### src/hw/iso_i2c_pkg.sv
// shared constants, types and address decode for the isolated serial slave port
package iso_i2c_pkg;
  // fixed upper address bits and the two special 7-bit addresses
  localparam logic [2:0] ADDR_MSB       = 3'h1;
  localparam logic [6:0] MASS_WR_ADDR   = 7'h1F;
  localparam logic [6:0] ALERT_RSP_ADDR = 7'h0C;
  // three-state strap codes as sensed on an address pin
  localparam logic [1:0] PIN_L  = 2'h0;
  localparam logic [1:0] PIN_H  = 2'h1;
  localparam logic [1:0] PIN_NC = 2'h2;
  // register pointer width and line synchroniser reset value
  localparam int         PTR_W     = 4;
  localparam logic [7:0] SYNC_INIT = 8'h07;
  // cycles that bridge ownership stays locked after a release
  localparam logic [2:0] HOLDOFF = 3'h5;
  // stuck-bus time and its cycle count at the system clock rate
  localparam int CLK_HZ       = 50_000_000;
  localparam int STUCK_MS     = 66;
  localparam int STUCK_CYCLES = STUCK_MS * (CLK_HZ / 1000);

  typedef enum logic [2:0] {ST_IDLE, ST_RX, ST_RX_ACK, ST_TX, ST_TX_ACK, ST_IGNORE} slave_state_t;
  typedef enum logic [1:0] {OWN_NONE, OWN_LOGIC, OWN_ISO} data_owner_t;

  // strap pair to {broadcast, address index}
  function automatic logic [3:0] addr_decode(input logic [1:0] hi, input logic [1:0] lo);
    logic [3:0] r;
    r = 4'h0;
    case ({hi, lo})
      {PIN_L, PIN_L}:   r = 4'h0;
      {PIN_L, PIN_NC}:  r = 4'h1;
      {PIN_H, PIN_NC}:  r = 4'h2;
      {PIN_L, PIN_H}:   r = 4'h3;
      {PIN_NC, PIN_L}:  r = 4'h4;
      {PIN_NC, PIN_NC}: r = 4'h5;
      {PIN_H, PIN_H}:   r = 4'h6;
      {PIN_NC, PIN_H}:  r = 4'h7;
      {PIN_H, PIN_L}:   r = 4'h8;
      default:          r = 4'h5;
    endcase
    return r;
  endfunction
endpackage

### src/hw/line_sync_if.sv
// synchronised bus lines and straps passed from the synchroniser to the core
`timescale 1ns/10ps
interface line_sync_if;
  logic       scl_s;
  logic       sda_s;
  logic       iso_sda_s;
  logic [1:0] lo_s;
  logic [1:0] hi_s;
  modport src (output scl_s, sda_s, iso_sda_s, lo_s, hi_s);
  modport dst (input scl_s, sda_s, iso_sda_s, lo_s, hi_s);
endinterface

### src/hw/line_sync.sv
// two-flop synchroniser for the bus pins and address straps
`timescale 1ns/10ps
module line_sync
  import iso_i2c_pkg::*;
(
  // clock and reset
  input wire logic       clock,
  input wire logic       nrst,
  // raw pins
  input wire logic       scl_in,
  input wire logic       sda_in,
  input wire logic       iso_data_in,
  input wire logic [1:0] pin_lo,
  input wire logic [1:0] pin_hi,
  // synchronised copies
  line_sync_if.src       ls
);
  logic [7:0] meta_reg;
  logic [7:0] sync_reg;

  // lines reset high so no start is seen on release
  always_ff @(posedge clock or negedge nrst) begin
    if (!nrst) begin
      meta_reg <= SYNC_INIT;
      sync_reg <= SYNC_INIT;
    end else begin
      meta_reg <= {1'b0, pin_hi, pin_lo, iso_data_in, sda_in, scl_in};
      sync_reg <= meta_reg;
    end
  end

  assign ls.scl_s     = sync_reg[0];
  assign ls.sda_s     = sync_reg[1];
  assign ls.iso_sda_s = sync_reg[2];
  assign ls.lo_s      = sync_reg[4:3];
  assign ls.hi_s      = sync_reg[6:5];
endmodule

### src/hw/stuck_timer.sv
// stuck-bus timer on the isolated clock and data lines
`timescale 1ns/10ps
module stuck_timer
  import iso_i2c_pkg::*;
#(
  parameter int LIMIT = STUCK_CYCLES
) (
  // clock and reset
  input wire logic clock,
  input wire logic nrst,
  // line levels
  input wire logic clk_low,
  input wire logic data_low,
  // one-cycle expiry
  output logic     expire
);
  localparam int CW = $clog2(LIMIT + 1);

  generate
    if (LIMIT < 2) begin : g_bad_limit
      $error("stuck_timer LIMIT must be at least 2");
    end
  endgenerate

  logic [CW-1:0] cnt_reg;
  wire           any_low = clk_low | data_low;

  // alternating lows accumulate; only both high clears, saturates at limit
  always_ff @(posedge clock or negedge nrst) begin
    if (!nrst) begin
      cnt_reg <= '0;
      expire  <= 1'b0;
    end else begin
      if (!any_low) cnt_reg <= '0;
      else if (cnt_reg != CW'(LIMIT)) cnt_reg <= cnt_reg + 1'b1;
      expire <= any_low & (cnt_reg == CW'(LIMIT - 1));
    end
  end
endmodule

### src/hw/iso_i2c_slave.sv
// isolated serial slave port: clock repeater, data bridge, slave and stuck-bus reset
// Overview of operation
// - clock is repeated logic-to-isolated only; data is bridged both ways
// - result registers and four switch registers are reachable through the pointer
// - slave supports read byte, write byte, read word and write word
// - second byte of a read word repeats the same register
// - stuck timer counts while either isolated line is low, clears when both high
// - a low longer than 66 ms resets the slave state machine
// - alternating lows accumulate toward the same 66 ms limit
// - two three-state straps select one of eight addresses 0010xxx
// - strap lo low, hi high selects broadcast and disables the slave
// - writes to global address 0011111 are accepted unless broadcast mode is selected
// - while alerting, address 0001100 is answered with the alert response
// - the transmitter releases data during the acknowledge pulse
// - as receiver the slave holds data low for the whole acknowledge pulse
// - the command byte low nibble loads the register pointer
// - the data byte after the command is acked and stored; stop ends it
// - a second written data byte is acked and discarded
// - the pointer survives the end of a transaction
// - lowest address wins the alert response; the winner releases its alert
`timescale 1ns/10ps
module iso_i2c_slave
  import iso_i2c_pkg::*;
#(
  parameter int STUCK_LIMIT = STUCK_CYCLES
) (
  // clock and reset
  input wire logic              clock,
  input wire logic              nrst,
  // logic-side bus from the master
  input wire logic              scl_in,
  input wire logic              sda_in,
  output logic                  sda_out,
  output logic                  sda_oe,
  // isolated-side bus
  output logic                  iso_side_clock_out,
  input wire logic              iso_side_data_io_in,
  output logic                  iso_side_data_io_out,
  output logic                  iso_side_data_io_oe,
  // three-state address straps
  input wire logic [1:0]        addr_select_pin_lo,
  input wire logic [1:0]        addr_select_pin_hi,
  // register access
  output logic [PTR_W-1:0]      reg_ptr,
  input wire logic [7:0]        reg_rd_data,
  output logic                  reg_wr_strobe,
  output logic [7:0]            reg_wr_data,
  // alert and mode
  input wire logic              alert_active,
  output logic                  alert_release,
  output logic                  bcast_mode
);
  // the stuck timer needs room to count before it fires
  generate
    if (STUCK_LIMIT < 2) begin : g_bad_stuck
      $error("iso_i2c_slave STUCK_LIMIT must be at least 2");
    end
  endgenerate

  line_sync_if ls ();

  logic stuck_exp;

  line_sync u_sync (
    .clock       (clock),
    .nrst        (nrst),
    .scl_in      (scl_in),
    .sda_in      (sda_in),
    .iso_data_in (iso_side_data_io_in),
    .pin_lo      (addr_select_pin_lo),
    .pin_hi      (addr_select_pin_hi),
    .ls          (ls)
  );

  // isolated clock is our own push-pull output, so its level is known exactly
  stuck_timer #(.LIMIT(STUCK_LIMIT)) u_stuck (
    .clock    (clock),
    .nrst     (nrst),
    .clk_low  (~iso_side_clock_out),
    .data_low (~ls.iso_sda_s),
    .expire   (stuck_exp)
  );

  slave_state_t  state_reg;
  data_owner_t   owner_reg;
  logic          scl_d;
  logic          sda_d;
  logic [3:0]    bit_reg;
  logic [1:0]    byte_reg;
  logic [7:0]    shift_reg;
  logic          rd_mode_reg;
  logic          ara_reg;
  logic          slave_low_reg;
  logic          slave_low_d;
  logic [2:0]    hold_reg;

  // bus events from synchronised lines
  wire scl_rise = ls.scl_s & ~scl_d;
  wire scl_fall = ~ls.scl_s & scl_d;
  wire start_ev = scl_d & ls.scl_s & sda_d & ~ls.sda_s;
  wire stop_ev  = scl_d & ls.scl_s & ~sda_d & ls.sda_s;
  wire byte_end = scl_fall & (bit_reg == 4'h8);

  // address decode from the straps
  wire [3:0] strap_dec = addr_decode(ls.hi_s, ls.lo_s);
  wire       bcast     = strap_dec[3];
  wire [6:0] own_addr  = {ADDR_MSB, 1'b0, strap_dec[2:0]};

  // address match terms, evaluated on the completed address byte
  wire own_hit  = ~bcast & (shift_reg[7:1] == own_addr);
  wire mass_hit = ~bcast & (shift_reg[7:1] == MASS_WR_ADDR) & ~shift_reg[0];
  wire ara_hit  = ~bcast & (shift_reg[7:1] == ALERT_RSP_ADDR) & shift_reg[0] & alert_active;
  wire addr_ack = own_hit | mass_hit | ara_hit;

  // byte to transmit: own address during alert response, else the pointed register
  wire [7:0] tx_byte = ara_reg ? {own_addr, 1'b0} : reg_rd_data;
  wire [3:0] cmd_nib = shift_reg[3:0];

  // arbitration loss: we released a one but the wire reads zero
  wire ara_lost = ara_reg & ~slave_low_reg & ~ls.sda_s;

  // bridge direction: whoever first pulls a side low owns it until it lets go
  wire logic_low = ~ls.sda_s;
  wire iso_low   = ~ls.iso_sda_s;
  wire can_grab  = (owner_reg == OWN_NONE) & (hold_reg == 3'h0) & ~slave_low_reg;
  wire grab_log  = can_grab & logic_low;
  wire grab_iso  = can_grab & ~logic_low & iso_low;
  wire drop_own  = ((owner_reg == OWN_LOGIC) & ~logic_low) |
                   ((owner_reg == OWN_ISO) & ~iso_low);
  wire slave_rel = slave_low_d & ~slave_low_reg;

  // edge detect registers and clock repeater
  always_ff @(posedge clock or negedge nrst) begin
    if (!nrst) begin
      scl_d              <= 1'b1;
      sda_d              <= 1'b1;
      iso_side_clock_out <= 1'b1;
      bcast_mode         <= 1'b0;
    end else begin
      scl_d              <= ls.scl_s;
      sda_d              <= ls.sda_s;
      iso_side_clock_out <= ls.scl_s;
      bcast_mode         <= bcast;
    end
  end

  // data bridge ownership with a holdoff so our own release is not re-captured
  always_ff @(posedge clock or negedge nrst) begin
    if (!nrst) begin
      owner_reg   <= OWN_NONE;
      hold_reg    <= 3'h0;
      slave_low_d <= 1'b0;
    end else begin
      slave_low_d <= slave_low_reg;
      if (drop_own) owner_reg <= OWN_NONE;
      else if (grab_log) owner_reg <= OWN_LOGIC;
      else if (grab_iso) owner_reg <= OWN_ISO;
      if (drop_own | slave_rel) hold_reg <= HOLDOFF;
      else if (hold_reg != 3'h0) hold_reg <= hold_reg - 3'h1;
    end
  end

  // open-drain enables; the slave drives both sides so either master sees it
  always_ff @(posedge clock or negedge nrst) begin
    if (!nrst) begin
      sda_oe              <= 1'b0;
      iso_side_data_io_oe <= 1'b0;
    end else begin
      sda_oe              <= (owner_reg == OWN_ISO) | slave_low_reg;
      iso_side_data_io_oe <= (owner_reg == OWN_LOGIC) | slave_low_reg;
    end
  end

  assign sda_out              = 1'b0;
  assign iso_side_data_io_out = 1'b0;

  // slave state machine; the stuck timer and broadcast mode override everything
  always_ff @(posedge clock or negedge nrst) begin
    if (!nrst) begin
      state_reg     <= ST_IDLE;
      bit_reg       <= 4'h0;
      byte_reg      <= 2'h0;
      shift_reg     <= 8'h00;
      rd_mode_reg   <= 1'b0;
      ara_reg       <= 1'b0;
      slave_low_reg <= 1'b0;
      reg_ptr       <= '0;
      reg_wr_strobe <= 1'b0;
      reg_wr_data   <= 8'h00;
      alert_release <= 1'b0;
    end else begin
      reg_wr_strobe <= 1'b0;
      alert_release <= 1'b0;
      if (stuck_exp | bcast) begin
        state_reg     <= ST_IDLE;
        slave_low_reg <= 1'b0;
      end else if (start_ev) begin
        state_reg     <= ST_RX;
        bit_reg       <= 4'h0;
        byte_reg      <= 2'h0;
        ara_reg       <= 1'b0;
        slave_low_reg <= 1'b0;
      end else if (stop_ev) begin
        state_reg     <= ST_IDLE;
        slave_low_reg <= 1'b0;
      end else begin
        case (state_reg)
          ST_RX: begin
            if (scl_rise) begin
              shift_reg <= {shift_reg[6:0], ls.sda_s};
              bit_reg   <= bit_reg + 4'h1;
            end else if (byte_end) begin
              if (byte_reg != 2'h3) byte_reg <= byte_reg + 2'h1;
              state_reg     <= ST_RX_ACK;
              slave_low_reg <= 1'b1;
              case (byte_reg)
                2'h0: begin
                  rd_mode_reg <= shift_reg[0];
                  ara_reg     <= ara_hit;
                  alert_release <= own_hit & alert_active;
                  if (!addr_ack) begin
                    state_reg     <= ST_IGNORE;
                    slave_low_reg <= 1'b0;
                  end
                end
                2'h1: reg_ptr <= cmd_nib;
                2'h2: begin
                  reg_wr_strobe <= 1'b1;
                  reg_wr_data   <= shift_reg;
                end
                default: ;
              endcase
            end
          end
          ST_RX_ACK: begin
            if (scl_fall) begin
              bit_reg <= 4'h0;
              if (rd_mode_reg) begin
                state_reg     <= ST_TX;
                shift_reg     <= tx_byte;
                slave_low_reg <= ~tx_byte[7];
              end else begin
                state_reg     <= ST_RX;
                slave_low_reg <= 1'b0;
              end
            end
          end
          ST_TX: begin
            if (scl_rise) begin
              bit_reg <= bit_reg + 4'h1;
              if (ara_lost) state_reg <= ST_IGNORE;
            end else if (byte_end) begin
              state_reg     <= ST_TX_ACK;
              slave_low_reg <= 1'b0;
              alert_release <= ara_reg;
            end else if (scl_fall) begin
              shift_reg     <= {shift_reg[6:0], 1'b0};
              slave_low_reg <= ~shift_reg[6];
            end
          end
          ST_TX_ACK: begin
            if (scl_rise) begin
              if (ls.sda_s) state_reg <= ST_IGNORE;
              else bit_reg <= 4'h9;
            end else if (scl_fall && bit_reg == 4'h9) begin
              state_reg     <= ST_TX;
              bit_reg       <= 4'h0;
              shift_reg     <= tx_byte;
              slave_low_reg <= ~tx_byte[7];
            end
          end
          ST_IGNORE: slave_low_reg <= 1'b0;
          ST_IDLE:   slave_low_reg <= 1'b0;
          default: begin
            state_reg     <= ST_IDLE;
            slave_low_reg <= 1'b0;
          end
        endcase
      end
    end
  end
endmodule

### config.mk
export PLATFORM = sky130hd
export DESIGN_NAME = iso_i2c_slave
export DESIGN_NICKNAME = d
export VERILOG_FILES = /design/src/hw/iso_i2c_pkg.sv /design/src/hw/line_sync_if.sv /design/src/hw/line_sync.sv /design/src/hw/stuck_timer.sv /design/src/hw/iso_i2c_slave.sv
export SDC_FILE = /design/constraint.sdc
export NUM_CORES = 1
export LEC_CHECK = 0
export BUFFER_PORTS_ARGS = -buffer_cell sky130_fd_sc_hd__buf_4
export CORE_MARGIN = 4
export CORE_UTILIZATION = 64
export DETAILED_ROUTE_END_ITERATION = 10
export GPL_TIMING_DRIVEN = 1
export PLACE_DENSITY = 0.94
export SLEW_MARGIN = 5
export SYNTH_ARGS = -nofsm -noshare
export SYNTH_HDL_FRONTEND = slang
export SYNTH_SLANG_ARGS = --single-unit
export TNS_END_PERCENT = 1
### constraint.sdc
create_clock -name clock -period 3.96 [get_ports clock]
set_input_delay 0.594 -clock clock [delete_from_list [all_inputs] [get_ports clock]]
set_output_delay 0.594 -clock clock [all_outputs]
set_load 0.01 [all_outputs]
# ---- Yosys cells after proc, flatten, opt, wreduce, memory -nomap -nowiden
# Memories as Yosys holds them, arrays and structs flattened.
# Cells that the tools add are included.
dict set report word_totals {
  memories 1
  elab_cells 229
  ff_bits 82
  romBits 64
}
# name depth width read_ports rd_clocked_by_memory_dff write_ports line
set memory_table {}
lappend memory_table {{(name not given)} 16 4 1 0 0 iso_i2c_pkg.sv:28} ;# case ({hi, lo})
dict set report op_classes {
  add_sub_neg 4
  n_reduce_logical 25
  bitwise 48
  n_eq_ne 44
  muxes 84
}
# op count
set ops {}
lappend ops {{2-to-1 mux 8 bit} 9}
lappend ops {{2-to-1 mux 3 bit} 16}
lappend ops {{2-to-1 mux 22 bit} 2}
lappend ops {{2-to-1 mux 1 bit} 35}
lappend ops {{AND reduction 7 bit} 5}
lappend ops {{one-hot mux 8 bit (4 select lines)} 1}
lappend ops {{inequality test 5 bit (second input constant)} 6}
lappend ops {{2-to-1 mux 4 bit} 7}
lappend ops {{AND 1 bit} 26}
lappend ops {{inequality test 6 bit (second input constant)} 4}
lappend ops {{adder 22 x 1 -> 22 bit (second input constant)} 1}
lappend ops {{== test 22 bit (second input constant)} 1}
lappend ops {{inequality test 2 bit (second input constant)} 11}
lappend ops {{inequality test 22 bit (second input constant)} 1}
lappend ops {{2-to-1 mux 2 bit} 10}
lappend ops {{one-hot mux 3 bit (5 select lines)} 1}
lappend ops {{inverter 1 bit} 14}
lappend ops {{one-hot mux 4 bit (3 select lines)} 1}
lappend ops {{AND reduction 12 bit} 1}
lappend ops {{AND reduction 6 bit} 2}
lappend ops {{nonzero test 2 bit} 5}
lappend ops {{== test 4 bit (second input constant)} 2}
lappend ops {{inequality test 4 bit (second input constant)} 2}
lappend ops {{bitwise OR 1 bit} 8}
lappend ops {{25 further kinds} 34}

# ---- Logic depth before layout (Yosys ltp)
# An unclocked memory read counts as a cell.
dict set report logic_depth {
  ltp_word 14
  ltp_mapped 8
  mapped_depth_nobuf 8
}

# ---- Hierarchy
# Synthesis repeated with hierarchy kept, for this count alone.
dict set report hier_totals {
  cells_unflattened 439
  hier_area_um2 4379.2
}
# module cells_each seq_area_each_um2 instances area_per_inst_um2
set modules_own_cells {}
lappend modules_own_cells {iso_i2c_slave 291 1128.6 1 2778.9}
lappend modules_own_cells {stuck_timer 134 575.6 1 1242.4}
lappend modules_own_cells {line_sync 14 357.8 1 357.8}

# ---- Worst setup path after synthesis
# Ideal clock, no wire load.
dict set report synth_timing {
  path_kind {register to register}
  startpoint {reg scl_d}
  endpoint {reg shift_reg[1]}
  path_stages_with_launch 7
  required_time_ns 3.835
  period_less_slack_ns 2.190
  path_slack_ns 1.770
  path_buffers 2
  t_arrival_ns 2.065
  cell_sequence {dfstp_2 -> buf_4 -> and4bb_1 -> buf_6 -> a311oi_4 -> nor4_4 -> mux2_4}
}
dict set report synth_via {
  elab_chain_len 5
  elab_cells_between_ends 20
  cone_classes {7 x eq/ne; 11 x bitwise; 2 x reduce/logical}
}
# element line
set synth_lines {}
lappend synth_lines {{start: declaration} iso_i2c_slave.sv:86} ;# logic scl_d;
lappend synth_lines {{start signal: assignment} iso_i2c_slave.sv:140} ;# scl_d <= ls.scl_s;
lappend synth_lines {{AND 1 bit} {iso_i2c_slave.sv:100, iso_i2c_slave.sv:101}}
lappend synth_lines {{AND 1 bit, on equally long branches (2 in a row)} {iso_i2c_slave.sv:101, iso_i2c_slave.sv:100}}
lappend synth_lines {{inverter 1 bit (no line)} --}
lappend synth_lines {{AND reduction 12 bit (no line) (*)} --}
lappend synth_lines {{end signal: assignment} iso_i2c_slave.sv:210} ;# shift_reg <= {shift_reg[6:0], ls.sda_s};
lappend synth_lines {{end signal: assignment} iso_i2c_slave.sv:240} ;# shift_reg <= tx_byte;
lappend synth_lines {{end signal: assignment} iso_i2c_slave.sv:257} ;# shift_reg <= {shift_reg[6:0], 1'b0};
lappend synth_lines {{end: declaration} iso_i2c_slave.sv:90} ;# logic [7:0] shift_reg;
# Mark *: on every way between the ends. The rest lies on a longest branch, timed or not.
# A chain may end at the register's enable or synchronous reset.

# ---- Final worst setup path
dict set report layout_timing {
  startpoint {reg state_reg[1]}
  endpoint {reg shift_reg[2]}
}
dict set report layout_via {
  elab_chain_len 3
  elab_cells_between_ends 15
  cone_classes {12 x eq/ne; 1 x mux; 2 x reduce/logical}
}
# element line
set layout_lines {}
lappend layout_lines {{start: declaration} iso_i2c_slave.sv:84} ;# slave_state_t state_reg;
lappend layout_lines {{start signal: assignment} iso_i2c_slave.sv:180} ;# state_reg <= ST_IDLE;
lappend layout_lines {{start signal: assignment} iso_i2c_slave.sv:195} ;# state_reg <= ST_IDLE;
lappend layout_lines {{start signal: assignment} iso_i2c_slave.sv:198} ;# state_reg <= ST_RX;
lappend layout_lines {{== test 3 bit, or another cell as far along} iso_i2c_slave.sv:207} ;# case (state_reg)
lappend layout_lines {{nonzero test 4 bit (no line) or inequality test 2 bit (tied branches)} --}
lappend layout_lines {{AND reduction 12 bit (no line)} --}
# Parallel ways exist; a longest one is shown, timed or not.

==> impl_metrics.py <==
metrics = {
    "hold_path": {
        "min_path_type": "input port to register",
        "min_from": "addr_select_pin_hi[1]",
    },
    "synth": {
        "synth_edf_count": 0,
        "syn_area_um2": 4374,
        "synth_cell_types": 76,
        "ys.flop_type": "dfrtp_1",
        "ys_ff_latch": 82,
        "syn_area_per_cell_um2": 10.49,
        "yosysWarnings": 0,
        "synthCells": 417,
        "ys_async_sr_fraction": 1.000,
        "ys_seq_area_frac": 0.4714,
    },
    "sta": {
        "max_freq_mhz": 366.5,
        "period_minus_slack_ns": 2.728,
        "hold_violations": 0,
        "fin_skew_ns": 0.009438,
        "slew_violations": 0,
        "setup_viol": 0,
        "rsz0062_at_grt": "no",
        "slew_headroom": 0.3188,
        "worst_pin_slew_ns": 1.022,
        "finalCritPeriodShare": 0.6890,
        "tns_ns": 0,
        "fin_hold_ws_ns": 0.3246,
    },
    "floorplan": {
        "die_h_um": 90.67,
        "initial_core_util": 0.6735,
        "num_rows": 29,
        "dieArea_um2": 8221,
        "io_pins": 38,
        "die_w_um": 90.67,
        "coreArea_um2": 6495,
    },
    "finish": {
        "final_area_um2": 4861,
        "n_antenna_cell": 0,
        "final_common_cell": "dfrtp_1",
        "final_cell_mix": "dfrtp_1 (74), nor2_1 (43), buf_4 (35), nand2_1 (27), a21oi_1 (21)",
        "drive_above_1_share": 0.1973,
        "final_core_util": 0.7484,
        "synthToLayoutAreaGrowth_pct": 11.13,
        "largest_reg_flops": 22,
        "final_nets": 479,
    },
    "detailed_routing": {
        "wl_mm": 9.348,
        "drtAntennaViolNets": 0,
        "drc": 0,
        "drt_iter0_drc": 361,
        "wl_per_cell_um": 17.70,
        "route.vias.total": 3366,
        "first_pass_iters": 7,
        "routed_via_density": 6.375,
    },
    "power_and_ir_drop": {
        "intPower_mw": 1.628,
        "power.sequential.fraction": 0.458,
        "total_leakage_power_nw": 2.222,
        "p_sw_mw": 0.8187,
        "combinationalPowerShare": 0.259,
        "ir_worst_vdd_mv": 0.3618,
        "clkPwrFrac": 0.283,
        "switching_share": 0.3347,
        "power_density_nw_per_um2": 503.3,
    },
    "placed_design": {
        "io_buffers": 35,
        "dp_hpwl_mm": 6.410,
        "post_dp_cell_area_um2": 4636,
        "place_congestion": 0.9765,
    },
    "setup_path": {
        "path_max_fanout": 18,
        "crit_type": "register to register",
        "worstPathArrival_ns": 2.99,
        "cp.required_ns": 4.22,
        "endpoint_kind": "register",
        "startpoint": "state_reg[1]$_DFFE_PN0P_",
        "start_kind": "register",
        "r2r-start": "state_reg[1]$_DFFE_PN0P_",
    },
    "global_routing": {
        "first_global_vias": 3359,
        "grt_usage": 0.2418,
        "grt_antenna_before_repair": 0,
        "grt_pass1_wl_mm": 15.90,
        "grt_max_degree": 83,
        "grt-ovfl-total": 0,
    },
    "clock_tree": {
        "cts.root.buffer_cell": "clkbuf_8",
        "post_cts_buffers": 0,
        "clkLatencyLatePin_ns": 0.37,
        "ctsHoldBuffers": 0,
        "h-tree-depth": 3,
        "cts_buffer_depth": 2,
        "clkSlewWorstSetupHoldPaths_ns": 0.09,
        "cts.sinks": 82,
        "cts_buffers": 9,
        "cts_resized": 0,
        "cts_tree": "done",
    },
    "run_status": {
        "outcome": "complete, no violations",
    },
    "run": {
        "drv_cap": 0,
    },
}
-- synth_stat cells (all sizes together) (9+ instances only) --
master  instances  area, µm²
ha             15      187.7
nor3           10      60.06
a21oi          21      105.1
o21ai          16      87.59
mux2           22      270.3
nor2           43      161.4
dfrtp          74       1852
xor2           14      122.6
nand2          29      118.9
nand3          15      75.07
nand4           9      56.30
inv            18      67.57
buf            10      71.31
-- logic make-up after synthesis --
family | count (synthesis) | synth area share
AND/OR/NAND/NOR | 159 | 0.2071
multiplexers | 30 | 0.08009
other | 1 | 0.0008573
XOR/XNOR | 20 | 0.04005
adder cells (fa/ha/maj) | 15 | 0.04291
AO/OA/AOI/OAI | 74 | 0.1190
flip-flops | 82 | 0.4714
buffers and inverters | 36 | 0.03862
-- area by class of cell --
cell class	count	area, µm²
inverters	18	67.56
repair buffers	35	262.8
well taps	77	96.34
fillers	392	1634
clock inverters	7	101.3
clock buffers	9	123.9
flip-flops and latches	82	2062
multi-input cells	300	2147
-- critical path, stage by stage (launching register included) --
cell and delay [ns]:
dfrtp_1 0.75, or2b_1 0.37, a21oi_1 0.84, mux2_2 0.42, mux2_4 0.25
-- power by group through the flow --
| stage | Clock (mW) | Combinational (mW) | Sequential [mW] |
|---|---|---|---|
| 2_1_floorplan | 0 | 0.508 | 1.07 |
| 3_3_place_gp | 0 | 0.590 | 1.12 |
| 3_5_place_dp | 0 | 0.626 | 1.13 |
| 4_1_cts | 0.700 | 0.632 | 1.11 |
| 5_1_grt | 0.747 | 0.705 | 1.14 |
| 6_report | 0.693 | 0.634 | 1.12 |
-- per-stage QoR --
step / setup slack (ns) / total power, mW / instances
final: 1.232 / 2.446 / 528
after global routing: 1.142 / 2.588 / 528
after global placement: 1.437 / 1.709 / 512
after detailed placement: 1.352 / 1.756 / 512
after floorplan: 1.770 / 1.578 / 418
after CTS: 1.307 / 2.446 / 528
-- worst paths after layout --
kind	end	slack, ns	cells after the start
min	u_sync.meta_reg[6]$_DFF_PN0_	0.32	1
min reg2reg	u_sync.sync_reg[0]$_DFF_PN1_	0.35	0
max	shift_reg[2]$_DFFE_PN0P_	1.23	4
max in group asynchronous	u_stuck.cnt_reg[6]$_DFFE_PN0P_	2.95	1
min in group asynchronous	hold_reg[2]$_DFFE_PN0P_	0.38	1
max reg2reg	shift_reg[2]$_DFFE_PN0P_	1.23	4
-- per-layer routing --
metal	GRT usage	up-vias	wire length (µm)
met5	0	-	0
met1	0.3033	1648	3800
met3	0.06250	35	591
met4	0.1122	0	306
li1	-	1529	-
met2	0.3916	154	4649
No activity file was read; power rests on OpenSTA's default activity.
